**config.mk**
```make
export PLATFORM = sky130hd
export DESIGN_NAME = pcix_pin_reset_ctrl
export DESIGN_NICKNAME = d
export VERILOG_FILES = /design/src/design/pin_ctrl_pkg.sv /design/src/design/pcix_pin_reset_ctrl.sv /design/src/design/bridge_pin_drive.sv
export SDC_FILE = /design/constraint.sdc
export NUM_CORES = 1
export LEC_CHECK = 0
export BUFFER_PORTS_ARGS = -buffer_cell sky130_fd_sc_hd__buf_4
export CAP_MARGIN = 20
export CORE_MARGIN = 3
export CORE_UTILIZATION = 45
export CTS_CLUSTER_SIZE = 20
export DETAILED_ROUTE_END_ITERATION = 6
export MAX_ROUTING_LAYER = met4
export PLACE_DENSITY = 0.81
export SLEW_MARGIN = 20
export SYNTH_ARGS = -nofsm -noshare
export SYNTH_HDL_FRONTEND = slang
export SYNTH_HIERARCHICAL = 1
export SYNTH_SLANG_ARGS = --single-unit
```
**constraint.sdc**
```tcl
create_clock -name hclk -period 1.7 [get_ports hclk]
set_input_delay 0.255 -clock hclk [delete_from_list [all_inputs] [get_ports hclk]]
set_output_delay 0.255 -clock hclk [all_outputs]
set_load 0.005 [all_outputs]
```
**src/design/pin_ctrl_pkg.sv**
```systemverilog
// Shared constants, field layouts and carrier types for the bridge pin reset control
package pin_ctrl_pkg;

	// Bridge and pin group sizes
	localparam int NUM_BRIDGES = 2;
	localparam int GNT_W = 5;
	localparam int CTL_W = 7;
	localparam int FREQ_W = 2;

	// Register byte offsets
	localparam logic [7:0] CTRL_OFS = 8'h00;
	localparam logic [7:0] STATUS_OFS = 8'h04;

	// Control register fields
	localparam int CTRL_HP_EN_A = 0;
	localparam int CTRL_HP_EN_B = 1;
	localparam int CTRL_SSS_N_A = 2;
	localparam int CTRL_SSS_N_B = 3;
	localparam int CTRL_DEF_BUS = 4;
	localparam int CTRL_PWR_A = 5;
	localparam int CTRL_PWR_B = 6;
	localparam int CTRL_DEVSEL_DRV = 7;
	localparam int CTRL_DEVSEL_LVL = 8;
	localparam int CTRL_W = 9;
	localparam logic [8:0] CTRL_RST = 9'h00c;

	// Status register fields
	localparam int STAT_FREQ_A = 0;
	localparam int STAT_FREQ_B = 2;
	localparam int STAT_PCIX_A = 4;
	localparam int STAT_PCIX_B = 5;
	localparam int STAT_SS_A = 6;
	localparam int STAT_SS_B = 7;
	localparam int STAT_PGOOD = 8;
	localparam int STAT_STRAP = 9;

	// Control pin positions inside the slot control group
	localparam int CTL_FRAME = 0;
	localparam int CTL_IRDY = 1;
	localparam int CTL_DEVSEL = 2;
	localparam int CTL_ACK64 = 3;
	localparam int CTL_PERR = 4;
	localparam int CTL_PAR = 5;
	localparam int CTL_PAR64 = 6;

	// Grant that carries the strapped single slot default on bridge B
	localparam int GNT_SSS_STRAP = 2;
	localparam int GNT_LATCH_CLK = 4;

	// AHB transfer type for a new single transfer
	localparam logic [1:0] HTRANS_NONSEQ = 2'h2;

	// Per-bridge pin drive state, enables active low
	typedef struct packed {
		logic ad_oe_n;
		logic [CTL_W-1:0] ctl_o;
		logic [CTL_W-1:0] ctl_oe_n;
		logic [GNT_W-1:0] gnt_o;
		logic [GNT_W-1:0] gnt_oe_n;
	} pins_t;

	// Power-on pin state: nothing driven, grants released
	localparam pins_t PINS_RST = '{ad_oe_n: 1'h1, ctl_o: 7'h00, ctl_oe_n: 7'h7f, gnt_o: 5'h1f, gnt_oe_n: 5'h1f};

	// Per-bridge configuration handed to the pin logic
	typedef struct packed {
		logic hp_en;
		logic sss_n;
		logic slot_powered;
		logic devsel_drive;
		logic devsel_level;
	} bridge_cfg_t;

endpackage : pin_ctrl_pkg

```
**src/design/pcix_pin_reset_ctrl.sv**
```systemverilog
// Secondary bus pin reset control for two bridges with an AHB-Lite register slave
//
// Design decisions made here: the address map and register access over AHB-Lite.
`timescale 1ns/10ps
module pcix_pin_reset_ctrl #(
	parameter int GNT_W = 5,
	parameter int NUM_BRIDGES = 2
) (
	// Clock, reset and clock enable
	input wire logic hclk,
	input wire logic hresetn,
	input wire logic ce,
	// Device level resets and power
	input wire logic dev_reset_n,
	input wire logic power_good,
	// AHB-Lite slave port
	input wire logic hsel,
	input wire logic [7:0] haddr,
	input wire logic [1:0] htrans,
	input wire logic hwrite,
	input wire logic [2:0] hsize,
	input wire logic [31:0] hwdata,
	input wire logic hready,
	output logic [31:0] hrdata,
	output logic hreadyout,
	output logic hresp,
	// Per-bridge secondary reset and capability inputs
	input wire logic [1:0] sec_reset_n,
	input wire logic [1:0] pcix_cap,
	// Grant pin input sides, index 0 is bridge A
	input wire logic [1:0][4:0] gnt_i,
	// Hot plug latch clock sources from the hot plug controllers
	input wire logic [1:0] hotplug_serial_out_latch_clock,
	// Default bus strap, bridge A only
	input wire logic bridge_a_default_bus_strap,
	// Pin drive state per bridge
	output pin_ctrl_pkg::pins_t [1:0] pins,
	// Default bus configuration bit
	output logic default_bus_select
);

	// Refuse sizes the fixed pin map cannot serve
	if (GNT_W != pin_ctrl_pkg::GNT_W || NUM_BRIDGES != pin_ctrl_pkg::NUM_BRIDGES) begin : g_bad_size
		$error("Only five grants on each of two bridges are supported");
	end

	// Control register
	logic [pin_ctrl_pkg::CTRL_W-1:0] ctrl_q;
	// Captured frequency straps per bridge
	logic [1:0][pin_ctrl_pkg::FREQ_W-1:0] freq_q;
	// Captured bus mode per bridge
	logic [1:0] pcix_mode_q;
	// Previous secondary reset level, for release detection
	logic [1:0] sec_reset_prev_q;
	// Single slot mode per bridge from the pin logic
	logic [1:0] single_slot;
	// Configuration carriers
	pin_ctrl_pkg::bridge_cfg_t [1:0] cfg;
	// Data phase bookkeeping
	logic wr_pend_q;
	logic [7:0] wr_addr_q;
	// Address phase decode
	logic addr_valid;
	logic [31:0] read_value;
	logic [31:0] status_value;
	// Bus answer registers
	logic [31:0] hrdata_q;
	logic hreadyout_q;
	logic hresp_q;
	logic default_bus_q;

	// A new single transfer is accepted when the bus is ready
	assign addr_valid = hsel && htrans == pin_ctrl_pkg::HTRANS_NONSEQ && hready;

	// Outputs straight from their registers
	assign hrdata = hrdata_q;
	assign hreadyout = hreadyout_q;
	assign hresp = hresp_q;
	assign default_bus_select = default_bus_q;

	// Status word built from captured straps and live state
	always_comb begin
		status_value = '0;
		status_value[pin_ctrl_pkg::STAT_FREQ_A +: 2] = freq_q[0];
		status_value[pin_ctrl_pkg::STAT_FREQ_B +: 2] = freq_q[1];
		status_value[pin_ctrl_pkg::STAT_PCIX_A] = pcix_mode_q[0];
		status_value[pin_ctrl_pkg::STAT_PCIX_B] = pcix_mode_q[1];
		status_value[pin_ctrl_pkg::STAT_SS_A] = single_slot[0];
		status_value[pin_ctrl_pkg::STAT_SS_B] = single_slot[1];
		status_value[pin_ctrl_pkg::STAT_PGOOD] = power_good;
		status_value[pin_ctrl_pkg::STAT_STRAP] = bridge_a_default_bus_strap;
	end

	// Read mux, unmapped offsets read as zero
	always_comb begin
		read_value = '0;
		if (haddr == pin_ctrl_pkg::CTRL_OFS) begin
			read_value[pin_ctrl_pkg::CTRL_W-1:0] = ctrl_q;
		end else if (haddr == pin_ctrl_pkg::STATUS_OFS) begin
			read_value = status_value;
		end
	end

	// Split the control register into per-bridge carriers
	always_comb begin
		cfg[0].hp_en = ctrl_q[pin_ctrl_pkg::CTRL_HP_EN_A];
		cfg[0].sss_n = ctrl_q[pin_ctrl_pkg::CTRL_SSS_N_A];
		cfg[0].slot_powered = ctrl_q[pin_ctrl_pkg::CTRL_PWR_A];
		cfg[1].hp_en = ctrl_q[pin_ctrl_pkg::CTRL_HP_EN_B];
		cfg[1].sss_n = ctrl_q[pin_ctrl_pkg::CTRL_SSS_N_B];
		cfg[1].slot_powered = ctrl_q[pin_ctrl_pkg::CTRL_PWR_B];
		// Both bridges share the initialization pattern setting
		cfg[0].devsel_drive = ctrl_q[pin_ctrl_pkg::CTRL_DEVSEL_DRV];
		cfg[0].devsel_level = ctrl_q[pin_ctrl_pkg::CTRL_DEVSEL_LVL];
		cfg[1].devsel_drive = ctrl_q[pin_ctrl_pkg::CTRL_DEVSEL_DRV];
		cfg[1].devsel_level = ctrl_q[pin_ctrl_pkg::CTRL_DEVSEL_LVL];
	end

	// Bus answer: ready from one enabled cycle after reset, always OKAY
	always_ff @(posedge hclk or negedge hresetn) begin
		if (!hresetn) begin
			hreadyout_q <= 1'h0;
			hresp_q <= 1'h0;
		end else if (ce) begin
			// Zero wait states, so ready rises one cycle after reset
			hreadyout_q <= 1'h1;
			hresp_q <= 1'h0;
		end
	end

	// Read data latched at the address phase, shown in the data phase
	always_ff @(posedge hclk or negedge hresetn) begin
		if (!hresetn) begin
			hrdata_q <= '0;
		end else if (ce) begin
			if (addr_valid && !hwrite) begin
				hrdata_q <= read_value;
			end
		end
	end

	// Write address held until the data phase brings hwdata
	always_ff @(posedge hclk or negedge hresetn) begin
		if (!hresetn) begin
			wr_pend_q <= 1'h0;
			wr_addr_q <= '0;
		end else if (ce) begin
			if (addr_valid) begin
				wr_pend_q <= hwrite;
				wr_addr_q <= haddr;
			end else if (hready) begin
				wr_pend_q <= 1'h0;
			end
		end
	end

	// Control register; straps reload CTRL_SSS_N_B and CTRL_DEF_BUS while power is not good
	always_ff @(posedge hclk or negedge hresetn) begin
		if (!hresetn) begin
			ctrl_q <= pin_ctrl_pkg::CTRL_RST;
		end else if (ce) begin
			if (wr_pend_q && wr_addr_q == pin_ctrl_pkg::CTRL_OFS) begin
				ctrl_q <= hwdata[pin_ctrl_pkg::CTRL_W-1:0];
			end
			// Strap load wins over a software write in the same cycle
			if (!power_good) begin
				ctrl_q[pin_ctrl_pkg::CTRL_SSS_N_B] <= gnt_i[1][pin_ctrl_pkg::GNT_SSS_STRAP];
				ctrl_q[pin_ctrl_pkg::CTRL_DEF_BUS] <= bridge_a_default_bus_strap;
			end
		end
	end

	// Default bus bit mirrored to its own output flop
	always_ff @(posedge hclk or negedge hresetn) begin
		if (!hresetn) begin
			default_bus_q <= 1'h0;
		end else if (ce) begin
			default_bus_q <= ctrl_q[pin_ctrl_pkg::CTRL_DEF_BUS];
		end
	end

	// Frequency straps sampled while the grants are still inputs
	always_ff @(posedge hclk or negedge hresetn) begin
		if (!hresetn) begin
			freq_q <= '0;
		end else if (ce) begin
			if (!power_good) begin
				// Last sample before power good rises is kept
				freq_q[0] <= gnt_i[0][4:3];
				freq_q[1] <= gnt_i[1][4:3];
			end
		end
	end

	// Secondary reset history for release detection
	always_ff @(posedge hclk or negedge hresetn) begin
		if (!hresetn) begin
			// Idle level of the pin, so no false release right after reset
			sec_reset_prev_q <= '1;
		end else if (ce) begin
			sec_reset_prev_q <= sec_reset_n;
		end
	end

	// Bus mode captured only at the secondary reset release
	always_ff @(posedge hclk or negedge hresetn) begin
		if (!hresetn) begin
			pcix_mode_q <= '0;
		end else if (ce) begin
			for (int b = 0; b < 2; b++) begin
				// Capability pin is ignored at all other times
				if (sec_reset_n[b] && !sec_reset_prev_q[b]) begin
					pcix_mode_q[b] <= pcix_cap[b];
				end
			end
		end
	end

	// One pin drive block per bridge
	for (genvar b = 0; b < 2; b++) begin : g_bridge
		bridge_pin_drive u_drive (
			.hclk(hclk),
			.hresetn(hresetn),
			.ce(ce),
			.dev_reset_n(dev_reset_n),
			.power_good(power_good),
			.sec_reset_n(sec_reset_n[b]),
			.cfg(cfg[b]),
			.hotplug_serial_out_latch_clock(hotplug_serial_out_latch_clock[b]),
			.pins_q(pins[b]),
			.single_slot(single_slot[b])
		);
	end

endmodule : pcix_pin_reset_ctrl

```
**src/design/bridge_pin_drive.sv**
```systemverilog
// Pin state selection for the secondary bus pins of one bridge
`timescale 1ns/10ps
module bridge_pin_drive (
	// Clock and reset
	input wire logic hclk,
	input wire logic hresetn,
	input wire logic ce,
	// Device resets and power
	input wire logic dev_reset_n,
	input wire logic power_good,
	input wire logic sec_reset_n,
	// Configuration and hot plug clock source
	input wire pin_ctrl_pkg::bridge_cfg_t cfg,
	input wire logic hotplug_serial_out_latch_clock,
	// Registered pin state
	output pin_ctrl_pkg::pins_t pins_q,
	output logic single_slot
);

	// Next pin state
	pin_ctrl_pkg::pins_t pins_d;

	// Low select bit with hot plug enabled means one slot without isolation switches
	assign single_slot = cfg.hp_en & ~cfg.sss_n;

	// Pin state from mode and reset sources
	always_comb begin
		pins_d = pin_ctrl_pkg::PINS_RST;
		// Address-data parked low once out of reset
		pins_d.ad_oe_n = 1'h0;
		if (single_slot && (!dev_reset_n || !cfg.slot_powered)) begin
			// Unpowered slot sees every listed pin low
			pins_d.ctl_o = '0;
			pins_d.ctl_oe_n = '0;
		end else if (!single_slot && (!sec_reset_n || !dev_reset_n)) begin
			// Slot pins follow the secondary reset in normal mode
			pins_d.ctl_oe_n[pin_ctrl_pkg::CTL_PAR] = 1'h0;
			pins_d.ctl_oe_n[pin_ctrl_pkg::CTL_PAR64] = 1'h0;
			// Device select shaped for the initialization pattern
			pins_d.ctl_oe_n[pin_ctrl_pkg::CTL_DEVSEL] = ~cfg.devsel_drive;
			pins_d.ctl_o[pin_ctrl_pkg::CTL_DEVSEL] = cfg.devsel_level;
		end
		// Grants ignore both resets; single slot mode and the latch clock shape them
		pins_d.gnt_o = single_slot ? 5'h1e : 5'h1f;
		if (cfg.hp_en) begin
			pins_d.gnt_o[pin_ctrl_pkg::GNT_LATCH_CLK] = hotplug_serial_out_latch_clock;
		end
		// Grants are strap inputs until power is good
		pins_d.gnt_oe_n = power_good ? 5'h00 : 5'h1f;
	end

	// Pin state register
	always_ff @(posedge hclk or negedge hresetn) begin
		if (!hresetn) begin
			pins_q <= pin_ctrl_pkg::PINS_RST;
		end else if (ce) begin
			pins_q <= pins_d;
		end
	end

endmodule : bridge_pin_drive

```
==> flow_metrics.py <==
metrics = {
    "finish": {
        "finalInstanceArea_sq_um": 3330,
        "final_layout_size_suffix_gt1_share_pct": 48.7,
        "area_growth_pct": 17.9,
        "layout_common_cells": "85 x buf_4, 41 x conb_1, 36 x dfrtp_1",
        "mostFrequentLayoutCell": "buf_4",
        "multiInputGateArea_sq_um": 1090,
        "regArea_sq_um": 1370,
        "fin_nets": 379,
        "nFillCells": 545,
        "n_antenna_cell": 0,
    },
    "die": {
        "io_pins": 155,
        "die_w_microns": 85.3,
        "start_util_pct": 47.2,
        "die-height_microns": 85.3,
        "row_count": 28,
        "core_sq_um": 5990,
        "dieArea_sq_um": 7270,
    },
    "worst_setup_path": {
        "critPathCaptureType": "register",
        "regToRegSetupSlack_ps": 180,
        "crit_fanout": 7,
        "r2r-end": "ctrl_q[6]",
        "crit_arrival_ps": 1710,
        "reg2reg_depth": 3,
        "reg2reg_from": "wr_addr_q[4]",
        "cp_data_required_time_ps": 1890,
        "path_class": "register to register",
        "crit_path_start_kind": "register",
    },
    "power_and_ir_drop": {
        "power.density_nw_per_um2": 909,
        "finalPower_w": 0.00303,
        "peakVddDrop_uv": 551,
        "p_leak_nw": 1.63,
    },
    "clock_network": {
        "cts_sinks": 54,
        "cts_hold_buf": 0,
        "cts_made_buffers": 5,
        "clk_pin_slew_ps": 90,
        "post_cts_buffers": 0,
        "tritoncts": "built",
        "clk_latency_ps": 310,
        "clock_path_buffers": 2,
        "root_buffer": "clkbuf_8",
        "htree_levels": 2,
        "cts_resized": 0,
    },
    "sta": {
        "period_share_pct": 89.3,
        "finalHoldViolations": 36,
        "grt_setup_unrepaired": "false",
        "tns_ps": 0,
        "setup_viol": 0,
        "fmax_mhz": 659,
        "skew_ps": 6.90,
        "holdWs_ps": -16.2,
        "slew_headroom_pct": 55.8,
        "drv_slew": 0,
        "fin_crit_ps": 1520,
        "finalWorstSetupSlack_ps": 183,
        "tightest_slew_ps": 662,
    },
    "synthesis": {
        "seq_area_frac_synth_pct": 48.6,
        "synth_area_sq_um": 2830,
        "ys_ff_latch": 54,
        "synth_warnings": 6,
        "ys_types": 36,
        "postSynthAreaPerCell_sq_um": 11.5,
        "synth_cells": 245,
    },
    "route": {
        "ant_nets": 0,
        "drc": 0,
        "routedWlPerCell_microns": 14.9,
        "dr.pass1.iters": 4,
        "avgViaCountPerCell": 4.73,
        "drt_wl_total_microns": 5730,
        "vias": 1822,
        "dr.first_iter.drc_count": 74,
    },
    "global_route": {
        "grt_pass1_wl_microns": 8930,
        "grt_pass1_vias": 1777,
        "track_usage_pct": 16.0,
        "grt.overflow.total": 0,
        "grt_max_degree": 55,
        "antenna_found_initial": 0,
    },
    "hold_path": {
        "hold_class": "primary input to asynchronous set/reset pin",
    },
    "placement": {
        "place_area_sq_um": 3220,
        "dpl.hpwl_microns": 4310,
        "dp_slack_ps": 198,
        "io_buffers": 82,
        "gp_congestion": 0.765,
    },
    "status": {
        "violations": "hold timing",
        "status": "complete, but fails checks",
    },
    "job": {
        "drv_cap": 0,
    },
}
-- worst max path at each step --
stage,endpoint,slack [ps],cells after the start,start
detailed placement,ctrl_q[5],200,3,wr_addr_q[4]
global placement,ctrl_q[6],220,3,wr_addr_q[4]
finish,ctrl_q[6],180,3,wr_addr_q[4]
global route,ctrl_q[1],90,3,wr_addr_q[4]
CTS,ctrl_q[6],170,3,wr_addr_q[4]
floorplan,ctrl_q[0],340,3,wr_addr_q[4]
-- through the flow --
step	hold slack [ps]	utilization, %	std cells
floorplan	-40.6	-	281
global placement	331	53.8	377
detailed placement	339	53.8	377
CTS	1.42	55.7	385
global route	18.6	55.7	385
finish	-16.2	55.7	385
-- flip-flops by register name, indices dropped and copies added, names as in the netlist --
name,count
freq_q,4
ctrl_q,9
wr_pend_q,1
g_bridge.u_drive/pins_q,16
pcix_mode_q,2
wr_addr_q,8
default_bus_select,1
hreadyout,1
hrdata,10
sec_reset_prev_q,2
-- critical path: stages (launching register included) --
cell,delay (ps)
dfrtp_1,420
nor4b_4,420
nand4_4,240
mux2_2,330
-- metal layers --
layer  GRT usage (%)  vias up  share of wire, %
li1                -      865                 -
met1            20.7      863                41
met2            25.3       87                49
met3            3.98        7               9.1
met4            4.17        0              0.89
met5               -        -                 0
-- power breakdown --
| part | total (W) | internal, W | leakage, nW | switching (W) |
|---|---|---|---|---|
| clock network | 0.000821 | 0.000412 | 0.0575 | 0.000409 |
| registers | 0.00160 | 0.00148 | 0.652 | 0.000123 |
| logic | 0.000608 | 0.000349 | 0.919 | 0.000259 |
| total | 0.00303 | 0.00224 | 1.63 | 0.000791 |
-- logic make-up after synthesis --
family	Yosys count	synth area share, %
and+or+nand+nor	50	11.6
DFF	54	48.6
AOI/OAI and AO/OA	29	7.87
other	5	0.663
buffers and inverters	72	17.8
muxes	35	13.4
-- Yosys cell counts --
| master | count | area (sq um) |
|---|---|---|
| nor3_2 | 1 | 10.0 |
| mux2i_1 | 11 | 110 |
| and2b_1 | 2 | 15.0 |
| nand3b_1 | 2 | 15.0 |
| a31o_1 | 4 | 35.0 |
| inv_1 | 6 | 22.5 |
| o22ai_1 | 2 | 12.5 |
| nor2_1 | 7 | 26.3 |
| buf_6 | 2 | 22.5 |
| clkbuf_1 | 3 | 11.3 |
| nand3_1 | 5 | 25.0 |
| nor4b_4 | 1 | 23.8 |
| buf_2 | 2 | 10.0 |
| dfstp_2 | 18 | 473 |
| nand2_1 | 13 | 48.8 |
| nand2_2 | 3 | 18.8 |
| nor4_1 | 1 | 6.26 |
| a31oi_1 | 4 | 25.0 |
| nor3_1 | 1 | 5.00 |
| o2bb2ai_1 | 10 | 87.6 |
| nand2b_4 | 2 | 27.5 |
| nand4_4 | 1 | 21.3 |
| nand4_2 | 1 | 12.5 |
| and4b_1 | 1 | 10.0 |
| buf_4 | 57 | 428 |
| conb_1 | 5 | 18.8 |
| nor2b_1 | 6 | 37.5 |
| clkinv_2 | 2 | 10.0 |
| o211ai_1 | 2 | 15.0 |
| dfrtp_1 | 36 | 901 |
| mux2_2 | 24 | 270 |
| or2_2 | 1 | 6.26 |
| a21oi_1 | 4 | 20.0 |
| a32o_1 | 1 | 10.0 |
| and2b_4 | 2 | 20.0 |
| a31o_2 | 2 | 17.5 |
-- area by class of cell --
| class | count | area share (%) |
|---|---|---|
| Inverter | 8 | 0.976 |
| Tap cell | 75 | 2.81 |
| Multi-Input combinational cell | 155 | 32.6 |
| Timing Repair Buffer | 85 | 19.1 |
| Clock buffer | 8 | 3.30 |
| Sequential cell | 54 | 41.2 |
No activity file was read; power rests on OpenSTA's default activity.
